$ cat src/design/decode_slot_defs.svh
// Constants for the decode slot selector: queue geometry, slot count, opcode values.
// Assumes a single core clock at 250 MHz and a synchronous active-high reset.
`ifndef DECODE_SLOT_DEFS_SVH
`define DECODE_SLOT_DEFS_SVH

`define WINDOW_BYTES      16
`define QUEUE_BYTES       24
`define DECODE_SLOTS      3
`define ROM_DEPTH         64
`define ROM_ADDR_BITS     6
`define OPCODE_ALU_RM     8'h01
`define OPCODE_ALU_RR     8'h03
`define OPCODE_LOAD_OP    8'h8b
`define OPCODE_FLOAT_INT  8'hda
`define OPCODE_LEA16      8'h8d
`define OPCODE_STRING     8'ha5
`define LEN_FIELD_LSB     0
`define LEN_FIELD_BITS    4

`endif

$ cat src/design/decode_slot_pkg.sv
// Types shared by the decode slot selector and its microcode sequencer.
// Assumes decode_slot_defs.svh is included before use.
package decode_slot_pkg;

    typedef enum logic [1:0] {
        fast_decode_class        = 2'b00,
        microcoded_decode_class  = 2'b01
    } decode_class_type;

    typedef struct packed {
        logic [127:0] bytes;
        logic [31:0]  address;
    } fetch_window_type;

    typedef struct packed {
        logic             valid;
        decode_class_type dclass;
        logic [7:0]       opcode;
        logic [3:0]       length;
        logic [31:0]      address;
    } decoded_slot_type;

    typedef struct packed {
        logic        valid;
        logic [15:0] operation;
        logic        last;
    } internal_macro_operations_type;

endpackage : decode_slot_pkg

$ cat src/design/microcode_rom_sequencer.sv
// On-chip ROM sequencer: expands one microcoded instruction into internal operations.
// Assumes the caller starts it only while idle and holds fast decode while busy.
`timescale 1ns/10ps
`include "decode_slot_defs.svh"

module microcode_rom_sequencer (
    input  wire logic                                          core_clk,
    input  wire logic                                          reset,
    input  wire logic                                          start,
    input  wire logic [7:0]                                    opcode,
    output logic                                               busy,
    output decode_slot_pkg::internal_macro_operations_type     op_out
);
    import decode_slot_pkg::*;

    typedef enum logic [1:0] {
        seq_idle  = 2'b00,
        seq_issue = 2'b01
    } seq_state_type;

    seq_state_type               state;
    logic [`ROM_ADDR_BITS-1:0]   address;
    logic [15:0]                 rom [0:`ROM_DEPTH-1];

    // Entry word: [15] ends sequence, [14:8] op code, [7:0] source opcode tag
    initial begin
        for (int i = 0; i < `ROM_DEPTH; i++) begin
            rom[i] = {1'b0, 7'(i), 8'h00};
        end
        rom[1]  = {1'b1, 7'h01, 8'hda};
        rom[5]  = {1'b1, 7'h05, 8'h8d};
        rom[11] = {1'b1, 7'h0b, 8'ha5};
        rom[63] = {1'b1, 7'h3f, 8'h00};
    end

    // Entry point per opcode; the integer-operand float form gets a two-op sequence
    function automatic logic [`ROM_ADDR_BITS-1:0] entry_of(input logic [7:0] op);
        case (op)
            `OPCODE_FLOAT_INT: entry_of = 6'h00;
            `OPCODE_LEA16:     entry_of = 6'h04;
            `OPCODE_STRING:    entry_of = 6'h08;
            default:           entry_of = 6'h3e;
        endcase
    endfunction : entry_of

    always_ff @(posedge core_clk) begin
        if (reset) begin
            state   <= seq_idle;
            address <= '0;
        end else begin
            case (state)
                seq_idle: begin
                    if (start) begin
                        state   <= seq_issue;
                        address <= entry_of(opcode);
                    end
                end
                seq_issue: begin
                    if (rom[address][15]) begin
                        state <= seq_idle;
                    end else begin
                        address <= address + 6'h01;
                    end
                end
                default: state <= seq_idle;
            endcase
        end
    end

    always_ff @(posedge core_clk) begin
        if (reset) begin
            op_out <= '0;
        end else begin
            op_out.valid     <= (state == seq_issue);
            op_out.operation <= rom[address];
            op_out.last      <= (state == seq_issue) && rom[address][15];
        end
    end

    // Busy comes from state only: folding start in would loop back through the picker
    assign busy = (state != seq_idle);

endmodule : microcode_rom_sequencer

$ cat src/design/decode_slot_selector.sv
// Fetch, byte queue and decode-slot selection for variable-length instructions.
// Assumes the instruction cache answers a window request one or more cycles later.
`timescale 1ns/10ps
`include "decode_slot_defs.svh"

module decode_slot_selector #(
    parameter int WINDOW_BYTES = `WINDOW_BYTES,
    parameter int QUEUE_BYTES  = `QUEUE_BYTES
) (
    input  wire logic                                       core_clk,
    input  wire logic                                       reset,
    input  wire logic [31:0]                                start_address,
    input  wire logic                                       redirect,
    output logic                                            fetch_request,
    output logic [31:0]                                     fetch_address,
    input  wire logic                                       fetch_valid,
    input  wire decode_slot_pkg::fetch_window_type          fetch_window,
    output decode_slot_pkg::decoded_slot_type [2:0]         decode_slots,
    output decode_slot_pkg::internal_macro_operations_type  micro_op,
    output logic [4:0]                                      queue_level
);
    import decode_slot_pkg::*;

    ////////////////////////////////////////////////////////////////////////////////

    logic [7:0]  queue [0:QUEUE_BYTES-1];
    logic [4:0]  count;
    logic [31:0] head_address;
    logic        pending;
    logic [4:0]  next_count;
    logic [5:0]  next_fill;
    logic [3:0]  skip;
    logic [4:0]  consumed;
    logic [1:0]  picked;
    logic        pick_micro;
    logic        micro_busy;
    decoded_slot_type [2:0] next_slots;

    // Length taken from the low opcode bits keeps the length decoder trivial
    function automatic logic [3:0] length_of(input logic [7:0] op);
        length_of = (op[`LEN_FIELD_BITS-1:`LEN_FIELD_LSB] == 4'h0) ? 4'h1
                    : op[`LEN_FIELD_BITS-1:`LEN_FIELD_LSB];
    endfunction : length_of

    // One class per opcode, never both
    function automatic decode_class_type class_of(input logic [7:0] op);
        case (op)
            `OPCODE_ALU_RM:    class_of = fast_decode_class;
            `OPCODE_ALU_RR:    class_of = fast_decode_class;
            `OPCODE_LOAD_OP:   class_of = fast_decode_class;
            `OPCODE_FLOAT_INT: class_of = microcoded_decode_class;
            `OPCODE_LEA16:     class_of = microcoded_decode_class;
            `OPCODE_STRING:    class_of = microcoded_decode_class;
            default:           class_of = fast_decode_class;
        endcase
    endfunction : class_of

    ////////////////////////////////////////////////////////////////////////////////
    // Selection: scan up to three complete instructions from the queue head

    always_comb begin
        logic [4:0]  offset;
        logic        stop;
        logic [7:0]  op;
        logic [3:0]  len;
        offset     = '0;
        stop       = 1'b0;
        op         = 8'h00;
        len        = 4'h0;
        picked     = '0;
        pick_micro = 1'b0;
        next_slots = '0;
        for (int s = 0; s < `DECODE_SLOTS; s++) begin
            op  = (offset < 5'(QUEUE_BYTES)) ? queue[offset] : 8'h00;
            len = length_of(op);
            // Six bits, so a long instruction near the tail cannot wrap under the count
            if (!stop && !micro_busy && !redirect
                && ((6'(offset) + 6'(len)) <= 6'(count))) begin
                if (class_of(op) == microcoded_decode_class) begin
                    if (s == 0) begin
                        pick_micro = 1'b1;
                        picked     = 2'd1;
                        offset     = 5'(offset + 5'(len));
                    end
                    stop = 1'b1;
                end else begin
                    next_slots[s].valid   = 1'b1;
                    next_slots[s].dclass  = fast_decode_class;
                    next_slots[s].opcode  = op;
                    next_slots[s].length  = len;
                    next_slots[s].address = head_address + 32'(offset);
                    picked = 2'(picked + 2'd1);
                    offset = 5'(offset + 5'(len));
                end
            end else begin
                stop = 1'b1;
            end
        end
        consumed = offset;
    end

    ////////////////////////////////////////////////////////////////////////////////
    // Fetch: request a window only when sixteen bytes of room remain

    always_ff @(posedge core_clk) begin
        if (reset) begin
            fetch_request <= 1'b0;
            fetch_address <= '0;
            pending       <= 1'b0;
        end else if (redirect) begin
            fetch_request <= 1'b0;
            fetch_address <= {start_address[31:4], 4'h0};
            pending       <= 1'b0;
        end else begin
            fetch_request <= 1'b0;
            if (fetch_valid) begin
                pending       <= 1'b0;
                fetch_address <= 32'(fetch_address + 32'(WINDOW_BYTES));
            end else if (!pending && (next_count <= 5'(QUEUE_BYTES - WINDOW_BYTES))) begin
                fetch_request <= 1'b1;
                pending       <= 1'b1;
            end
        end
    end

    ////////////////////////////////////////////////////////////////////////////////
    // Byte queue: shift out consumed bytes, append the arriving window

    assign next_count = 5'(count - consumed);
    // The first window after a redirect drops the bytes ahead of the target
    assign next_fill  = 6'(next_count) + 6'(WINDOW_BYTES) - 6'(skip);

    always_ff @(posedge core_clk) begin
        if (reset) begin
            count        <= '0;
            head_address <= '0;
            skip         <= 4'h0;
            for (int i = 0; i < QUEUE_BYTES; i++) begin
                queue[i] <= 8'h00;
            end
        end else if (redirect) begin
            count        <= '0;
            head_address <= start_address;
            skip         <= start_address[3:0];
        end else begin
            for (int i = 0; i < QUEUE_BYTES; i++) begin
                if (5'(i) < next_count) begin
                    queue[i] <= queue[5'(i) + consumed];
                end else if (fetch_valid && (6'(i) < next_fill)) begin
                    queue[i] <= fetch_window.bytes[8*(i - next_count + skip) +: 8];
                end
            end
            count        <= fetch_valid ? 5'(next_fill) : next_count;
            head_address <= head_address + 32'(consumed);
            if (fetch_valid) begin
                skip <= 4'h0;
            end
        end
    end

    ////////////////////////////////////////////////////////////////////////////////
    // Outputs

    always_ff @(posedge core_clk) begin
        if (reset) begin
            decode_slots <= '0;
            queue_level  <= '0;
        end else begin
            decode_slots <= next_slots;
            queue_level  <= count;
        end
    end

    // Sequencer busy holds fast decode until the last operation leaves
    microcode_rom_sequencer u_sequencer (
        .core_clk (core_clk),
        .reset    (reset),
        .start    (pick_micro),
        .opcode   (queue[0]),
        .busy     (micro_busy),
        .op_out   (micro_op)
    );

endmodule : decode_slot_selector

$ cat config.mk
export PLATFORM = sky130hd
export DESIGN_NAME = decode_slot_selector
export DESIGN_NICKNAME = d
export VERILOG_FILES = /design/src/design/decode_slot_pkg.sv /design/src/design/microcode_rom_sequencer.sv /design/src/design/decode_slot_selector.sv
export VERILOG_INCLUDE_DIRS = /design/src /design/src/design
export SDC_FILE = /design/constraint.sdc
export NUM_CORES = 2
export LEC_CHECK = 0
export BUFFER_PORTS_ARGS = -buffer_cell sky130_fd_sc_hd__buf_2
export CAP_MARGIN = 25
export CORE_MARGIN = 2
export CORE_UTILIZATION = 25
export CTS_CLUSTER_SIZE = 40
export DETAILED_ROUTE_END_ITERATION = 16
export PLACE_DENSITY_LB_ADDON = 0.15
export SLEW_MARGIN = 20
export SYNTH_ARGS = -nofsm -noshare
export SYNTH_HDL_FRONTEND = slang
export SYNTH_SLANG_ARGS = --single-unit
$ cat constraint.sdc
create_clock -name core_clk -period 24.2 [get_ports core_clk]
set_input_delay 4.84 -clock core_clk [delete_from_list [all_inputs] [get_ports core_clk]]
set_output_delay 4.84 -clock core_clk [all_outputs]
set_load 0.1 [all_outputs]
# Yosys cells after proc, flatten, opt, wreduce, memory -nomap -nowiden
# Memory sizes are Yosys's and may differ from the RTL's. A register that Yosys moved wholly into a read port is not among the register bits.
# Cells that the tools add are included.
# word_totals
romBits	960
ram_bits	192
word_cells	626
reg_bits	247
input_bits	196
output_inout_bits	197
mem_count	2
# mem_list
memory	words	width	read_ports	rd_ports_with_merged_regs	wr	line_no	source
u_sequencer.rom	64	15	1	1	0	microcode_rom_sequencer.sv:23	logic [15:0] rom [0:`ROM_DEPTH-1];
queue	24	8	27	0	24	decode_slot_selector.sv:26	logic [7:0] queue [0:QUEUE_BYTES-1];
# classes
shifts	24
mux	306
magnitude_cmp	54
n_eq_ne	19
bitwise_logic	51
n_addsub	83
reduce_logical	59
# op_table
op	n
$shiftx 128x33->8	24
$mux 8	50
$mux 1	227
$add 6x5->7	24
$mux 47	3
$add 32x5->32	3
$eq 8x8->1 const B	12
$mux 32	3
$lt 4x6->1 const A	8
$lt 5x6->1 const A	8
$or 1x1->1	48
$sub 4x5->6 const A	8
$sub 5x5->6 const A	8
$add 4x5->5 const A	8
$add 5x5->5 const A	8
$lt 4x5->1 const A	8
$lt 5x5->1 const A	8
$logic_and 1x1->1	34
$add 32x5->32 const B	1
$mux 5	5
$lt 3x6->1 const A	4
$mux 4	6
$mux 6	4
$sub 3x5->6 const A	4
35 further kinds	80

# Logic depth before layout (Yosys ltp)
# An unclocked memory read counts as a cell.
# depth
ltp_word	39
depth_mapped	79

# Modules after synthesis
# Synthesis repeated with hierarchy kept, for this count alone.
# hier_totals
cells_unflattened	5406
area_unflattened_um2	45919.0
# modules_own_cells
module	cells_per_inst	n_inst	seq_area_each_um2	area_per_inst_um2
decode_slot_selector	5271	1	9989.6	44614.0
microcode_rom_sequencer	135	1	660.6	1305.0

# Worst setup path after synthesis
# OpenSTA, ideal clock, no wires.
# synth_path
path_kind	in2reg
start	in redirect
end	mem queue[20][0] (enable)
t_required_ps	23844
path_stages	68
arrival_time_ps	18212
setup_time_ps	356
slack_ps	5632
cell_sequence	nor2_2 -> and3_1 -> a22oi_1 -> clkbuf_1 -> a311o_1 -> and3b_1 -> inv_1 -> o31ai_1 -> ha_1 -> inv_1 -> fa_1 -> xor2_1 -> inv_1 -> ha_1 -> o21a_1 -> o21ai_0 -> a21oi_1 -> or3_1 -> [... 32 more ...] -> ha_1 -> fa_1 -> xor2_1 -> inv_1 -> ha_1 -> clkbuf_1 -> xor2_1 -> ha_1 -> a21oi_1 -> inv_1 -> a21o_1 -> a21oi_1 -> nor2b_1 -> nor2_1 -> o21ai_0 -> nor2_1 -> nor2_1 -> o21ai_0
# synth_rtl
item	line_no	source
start: declaration	decode_slot_selector.sv:13	input wire logic redirect,
end: declaration	decode_slot_selector.sv:26	

==> impl_metrics.env <==
export IMPL_crit_type="in2reg"
export IMPL_r2r_slack_ps=4880
export IMPL_worst_ep_required_time_ps=24650
export IMPL_ys_seq_elements=435
export IMPL_drive_above_1_share_pct=18.96
export IMPL_synth_edf_count=192
export IMPL_clk_path_buf_depth=3
export IMPL_path_clk_slew_ps=70
export IMPL_drtIter0Drc=6214
export IMPL_synthArstFlopShare_pct=0
export IMPL_cpMostUsedCell="inv_1"
export IMPL_cts_resized=0
export IMPL_synth_most_common_cell="mux2i_1"
export IMPL_fin_nets=5675
export IMPL_fin_crit_sh_pct=90.41
export IMPL_outcome="finished, final reports clean"
export IMPL_drt_pass1_iter_count=6
export IMPL_grt_max_degree=167
export IMPL_antenna_found_initial=15
export IMPL_drc_errors=0
export IMPL_cts_sinks=435
export IMPL_num_vias=46550
export IMPL_die_area_um2=180700
export IMPL_wl_per_cell_um=34.82
export IMPL_setup_viol=0
export IMPL_pre_cts_slack_ps=1705
export IMPL_cts_buffers=55
export IMPL_synth_area_leader_cell="mux2i_1"
export IMPL_finalClockSkew_ps=75.01
export IMPL_io_buffers=349
export IMPL_die_x_um=425.1
export IMPL_root_buffer="clkbuf_16"
export IMPL_avgSynthCellArea_um2=8.621
export IMPL_grt_pass1_vias=43250
export IMPL_setup_ws_ps=2320
export IMPL_grt_overflow=0
export IMPL_max_slew_worst_pin_slew_ps=1210
export IMPL_cp_num_cells=63
export IMPL_rows=154
export IMPL_postCtsHoldBufs=0
export IMPL_yosysTopAreaCellShare_pct=13.05
export IMPL_via_per_inst=6.007
export IMPL_synthesis_area_um2=44330
export IMPL_grt_util_all_layers_pct=28.55
export IMPL_ios=393
export IMPL_min_period_ps=21880
export IMPL_yosysSeqAreaShare_pct=23.98
export IMPL_end_kind="flip-flop"
export IMPL_fmax_mhz=45.70
export IMPL_area_delta_synth_final_pct=15.00
export IMPL_hold_class="reg2reg"
export IMPL_slowest_delay_ps=1000
export IMPL_whs_path_depth=1
export IMPL_start_util_pct=25.17
export IMPL_fp_dieH_um=425.1
export IMPL_htreeDepth=2
export IMPL_routed_wl_um=269900
export IMPL_clock_latency_ps=720
export IMPL_postPlaceCellArea_um2=48890
export IMPL_slew_violations=0
export IMPL_cts_setup_buffers=0
export IMPL_synth_area_leaders="mux2i_1 13%, edfxtp_1 13%, dfxtp_1 11%"
export IMPL_cts_tree="built"
export IMPL_post_route_util_pct=28.95
export IMPL_cp_data_arrival_time_ps=22330
export IMPL_gp_congestion=1.039
export IMPL_synth_ff_type="dfxtp_1"
export IMPL_setup_tns_final_ps=0
export IMPL_hold_violations=0
export IMPL_r2r_cells=66
export IMPL_slew_headroom_pct=18.26
export IMPL_yosysWarningCount=0
export IMPL_synth_common_cells="578 x mux2i_1, 464 x nor2_1, 399 x nand2_1, 350 x a21oi_1, 243 x dfxtp_1"
export IMPL_design_area_um2=50980
export IMPL_crit_slowest_cell="o211ai_1"
export IMPL_ys_types=121
export IMPL_crit_family="compound AO/OA/AOI/OAI gates"
export IMPL_grt_pass1_wl_um=363400
export IMPL_core_area_um2=176100
export IMPL_critPathBufInv=13
export IMPL_path_max_fanout=25
export IMPL_max_cap_viol_count=0
export IMPL_place_detailed_hpwl_um=219300
export IMPL_rsz0062_at_grt="no"
export IMPL_antenna_left=0
export IMPL_start_kind="input pin"
export IMPL_synthCells=5142
[through the flow]
| stage | instances | hold WS (ps) |
|---|---|---|
| finish | 7750 | 424.0 |
| global route | 7743 | 452.6 |
| CTS | 7739 | 422.4 |
| detailed placement | 7635 | 408.7 |
| global placement | 7627 | 420.6 |
| floorplan | 5152 | 400.7 |
[layout make-up]
class / instances / area [µm²]
Clock buffer: 69 / 1563
Sequential cell: 435 / 10630
Fill cell: 19050 / 125100
Timing Repair Buffer: 550 / 3299
Multi-Input combinational cell: 4184 / 31560
Clock inverter: 35 / 484.2
Tap cell: 2340 / 2928
Inverter: 129 / 495.5
Antenna cell: 8 / 20.02
[state kept, by name, summed over array words and instances (netlist names), 4 cells and up, named ones only]
signal	count
u_sequencer.address	6
count	5
fetch_address	28
queue_level	5
u_sequencer.op_out	14
skip	4
head_address	32
decode_slots	134
queue	192
[placed cells by master, fill, tap and decap left out, types with 22 or more instances in the layout]
| cell type | Yosys | layout |
|---|---|---|
| mux2i_1 | 578 | 577 |
| nor2_1 | 464 | 460 |
| nand2_1 | 399 | 398 |
| a21oi_1 | 350 | 350 |
| buf_2 | 87 | 350 |
| dfxtp_1 | 243 | 243 |
| o21ai_0 | 215 | 214 |
| buf_4 | 36 | 193 |
| edfxtp_1 | 192 | 192 |
| a211oi_1 | 156 | 156 |
| nand3_1 | 136 | 136 |
| mux4_2 | 128 | 128 |
| mux2_2 | 122 | 122 |
| xnor2_1 | 131 | 120 |
| inv_1 | 115 | 114 |
| ha_1 | 114 | 111 |
| nor3_1 | 109 | 106 |
| o211ai_1 | 74 | 74 |
| and2_1 | 72 | 72 |
| xor2_1 | 69 | 65 |
| a21o_1 | 61 | 61 |
| clkbuf_16 | 0 | 58 |
| a31oi_1 | 55 | 55 |
| a211o_1 | 54 | 54 |
| nor2b_1 | 53 | 53 |
| and3_1 | 52 | 52 |
| nand4_1 | 49 | 49 |
| o221ai_1 | 49 | 48 |
| a22oi_1 | 45 | 45 |
| o22ai_1 | 43 | 43 |
| o21ai_1 | 38 | 38 |
| a22o_1 | 36 | 36 |
| nand2b_1 | 33 | 33 |
| o31ai_1 | 30 | 30 |
| or3_1 | 29 | 29 |
| o32ai_1 | 28 | 28 |
| a221oi_1 | 25 | 25 |
| o22a_1 | 22 | 22 |
[routing by layer]
| metal | GRT usage, % | up-vias | share of wire (%) |
|---|---|---|---|
| li1 | - | 20010 | - |
| met1 | 39.02 | 23200 | 43 |
| met4 | 11.12 | 8 | 4.5 |
| met5 | 0 | - | 0.017 |
| met2 | 43.24 | 2842 | 43 |
| met3 | 6.610 | 494 | 10 |
[path summary, 6_finish.rpt]
path | start | to
worst min register to register | pending$_SDFFE_PP0P_ | fetch_request$_SDFF_PP0_
worst min-delay path | pending$_SDFFE_PP0P_ | fetch_request$_SDFF_PP0_
worst max register to register | queue[0][3]$_SDFFCE_PN0P_ | queue[20][2]$_SDFFCE_PP0P_
worst max-delay path | redirect | queue[20][2]$_SDFFCE_PP0P_
[logic make-up (layout without fill, tap and decap cells)]
group,Yosys count,in the layout,share of synthesized area [%]
simple gates,1482,1482,15.77
compound gates,1518,1518,23.69
mux,839,839,22.94
fa+ha+maj,124,124,3.669
other cells,1,19,0.008460
flops,435,435,23.98
xor+xnor,210,210,4.414
buf+inv,533,783,5.527
[worst reg2reg max path, delay by kind of cell, from the launching register on]
| family | cells | cell delay [ps] |
|---|---|---|
| and+or+nand+nor | 17 | 4580 |
| DFF | 1 | 330 |
| xor gates and xnor gates | 3 | 1530 |
| adders and majority gates | 10 | 3470 |
| buffers and inverters | 13 | 2640 |
| AOI/OAI and AO/OA | 23 | 6570 |
Power is not shown: default switching activity piles up to over one toggle a cycle in this logic, so the estimate is an artifact.
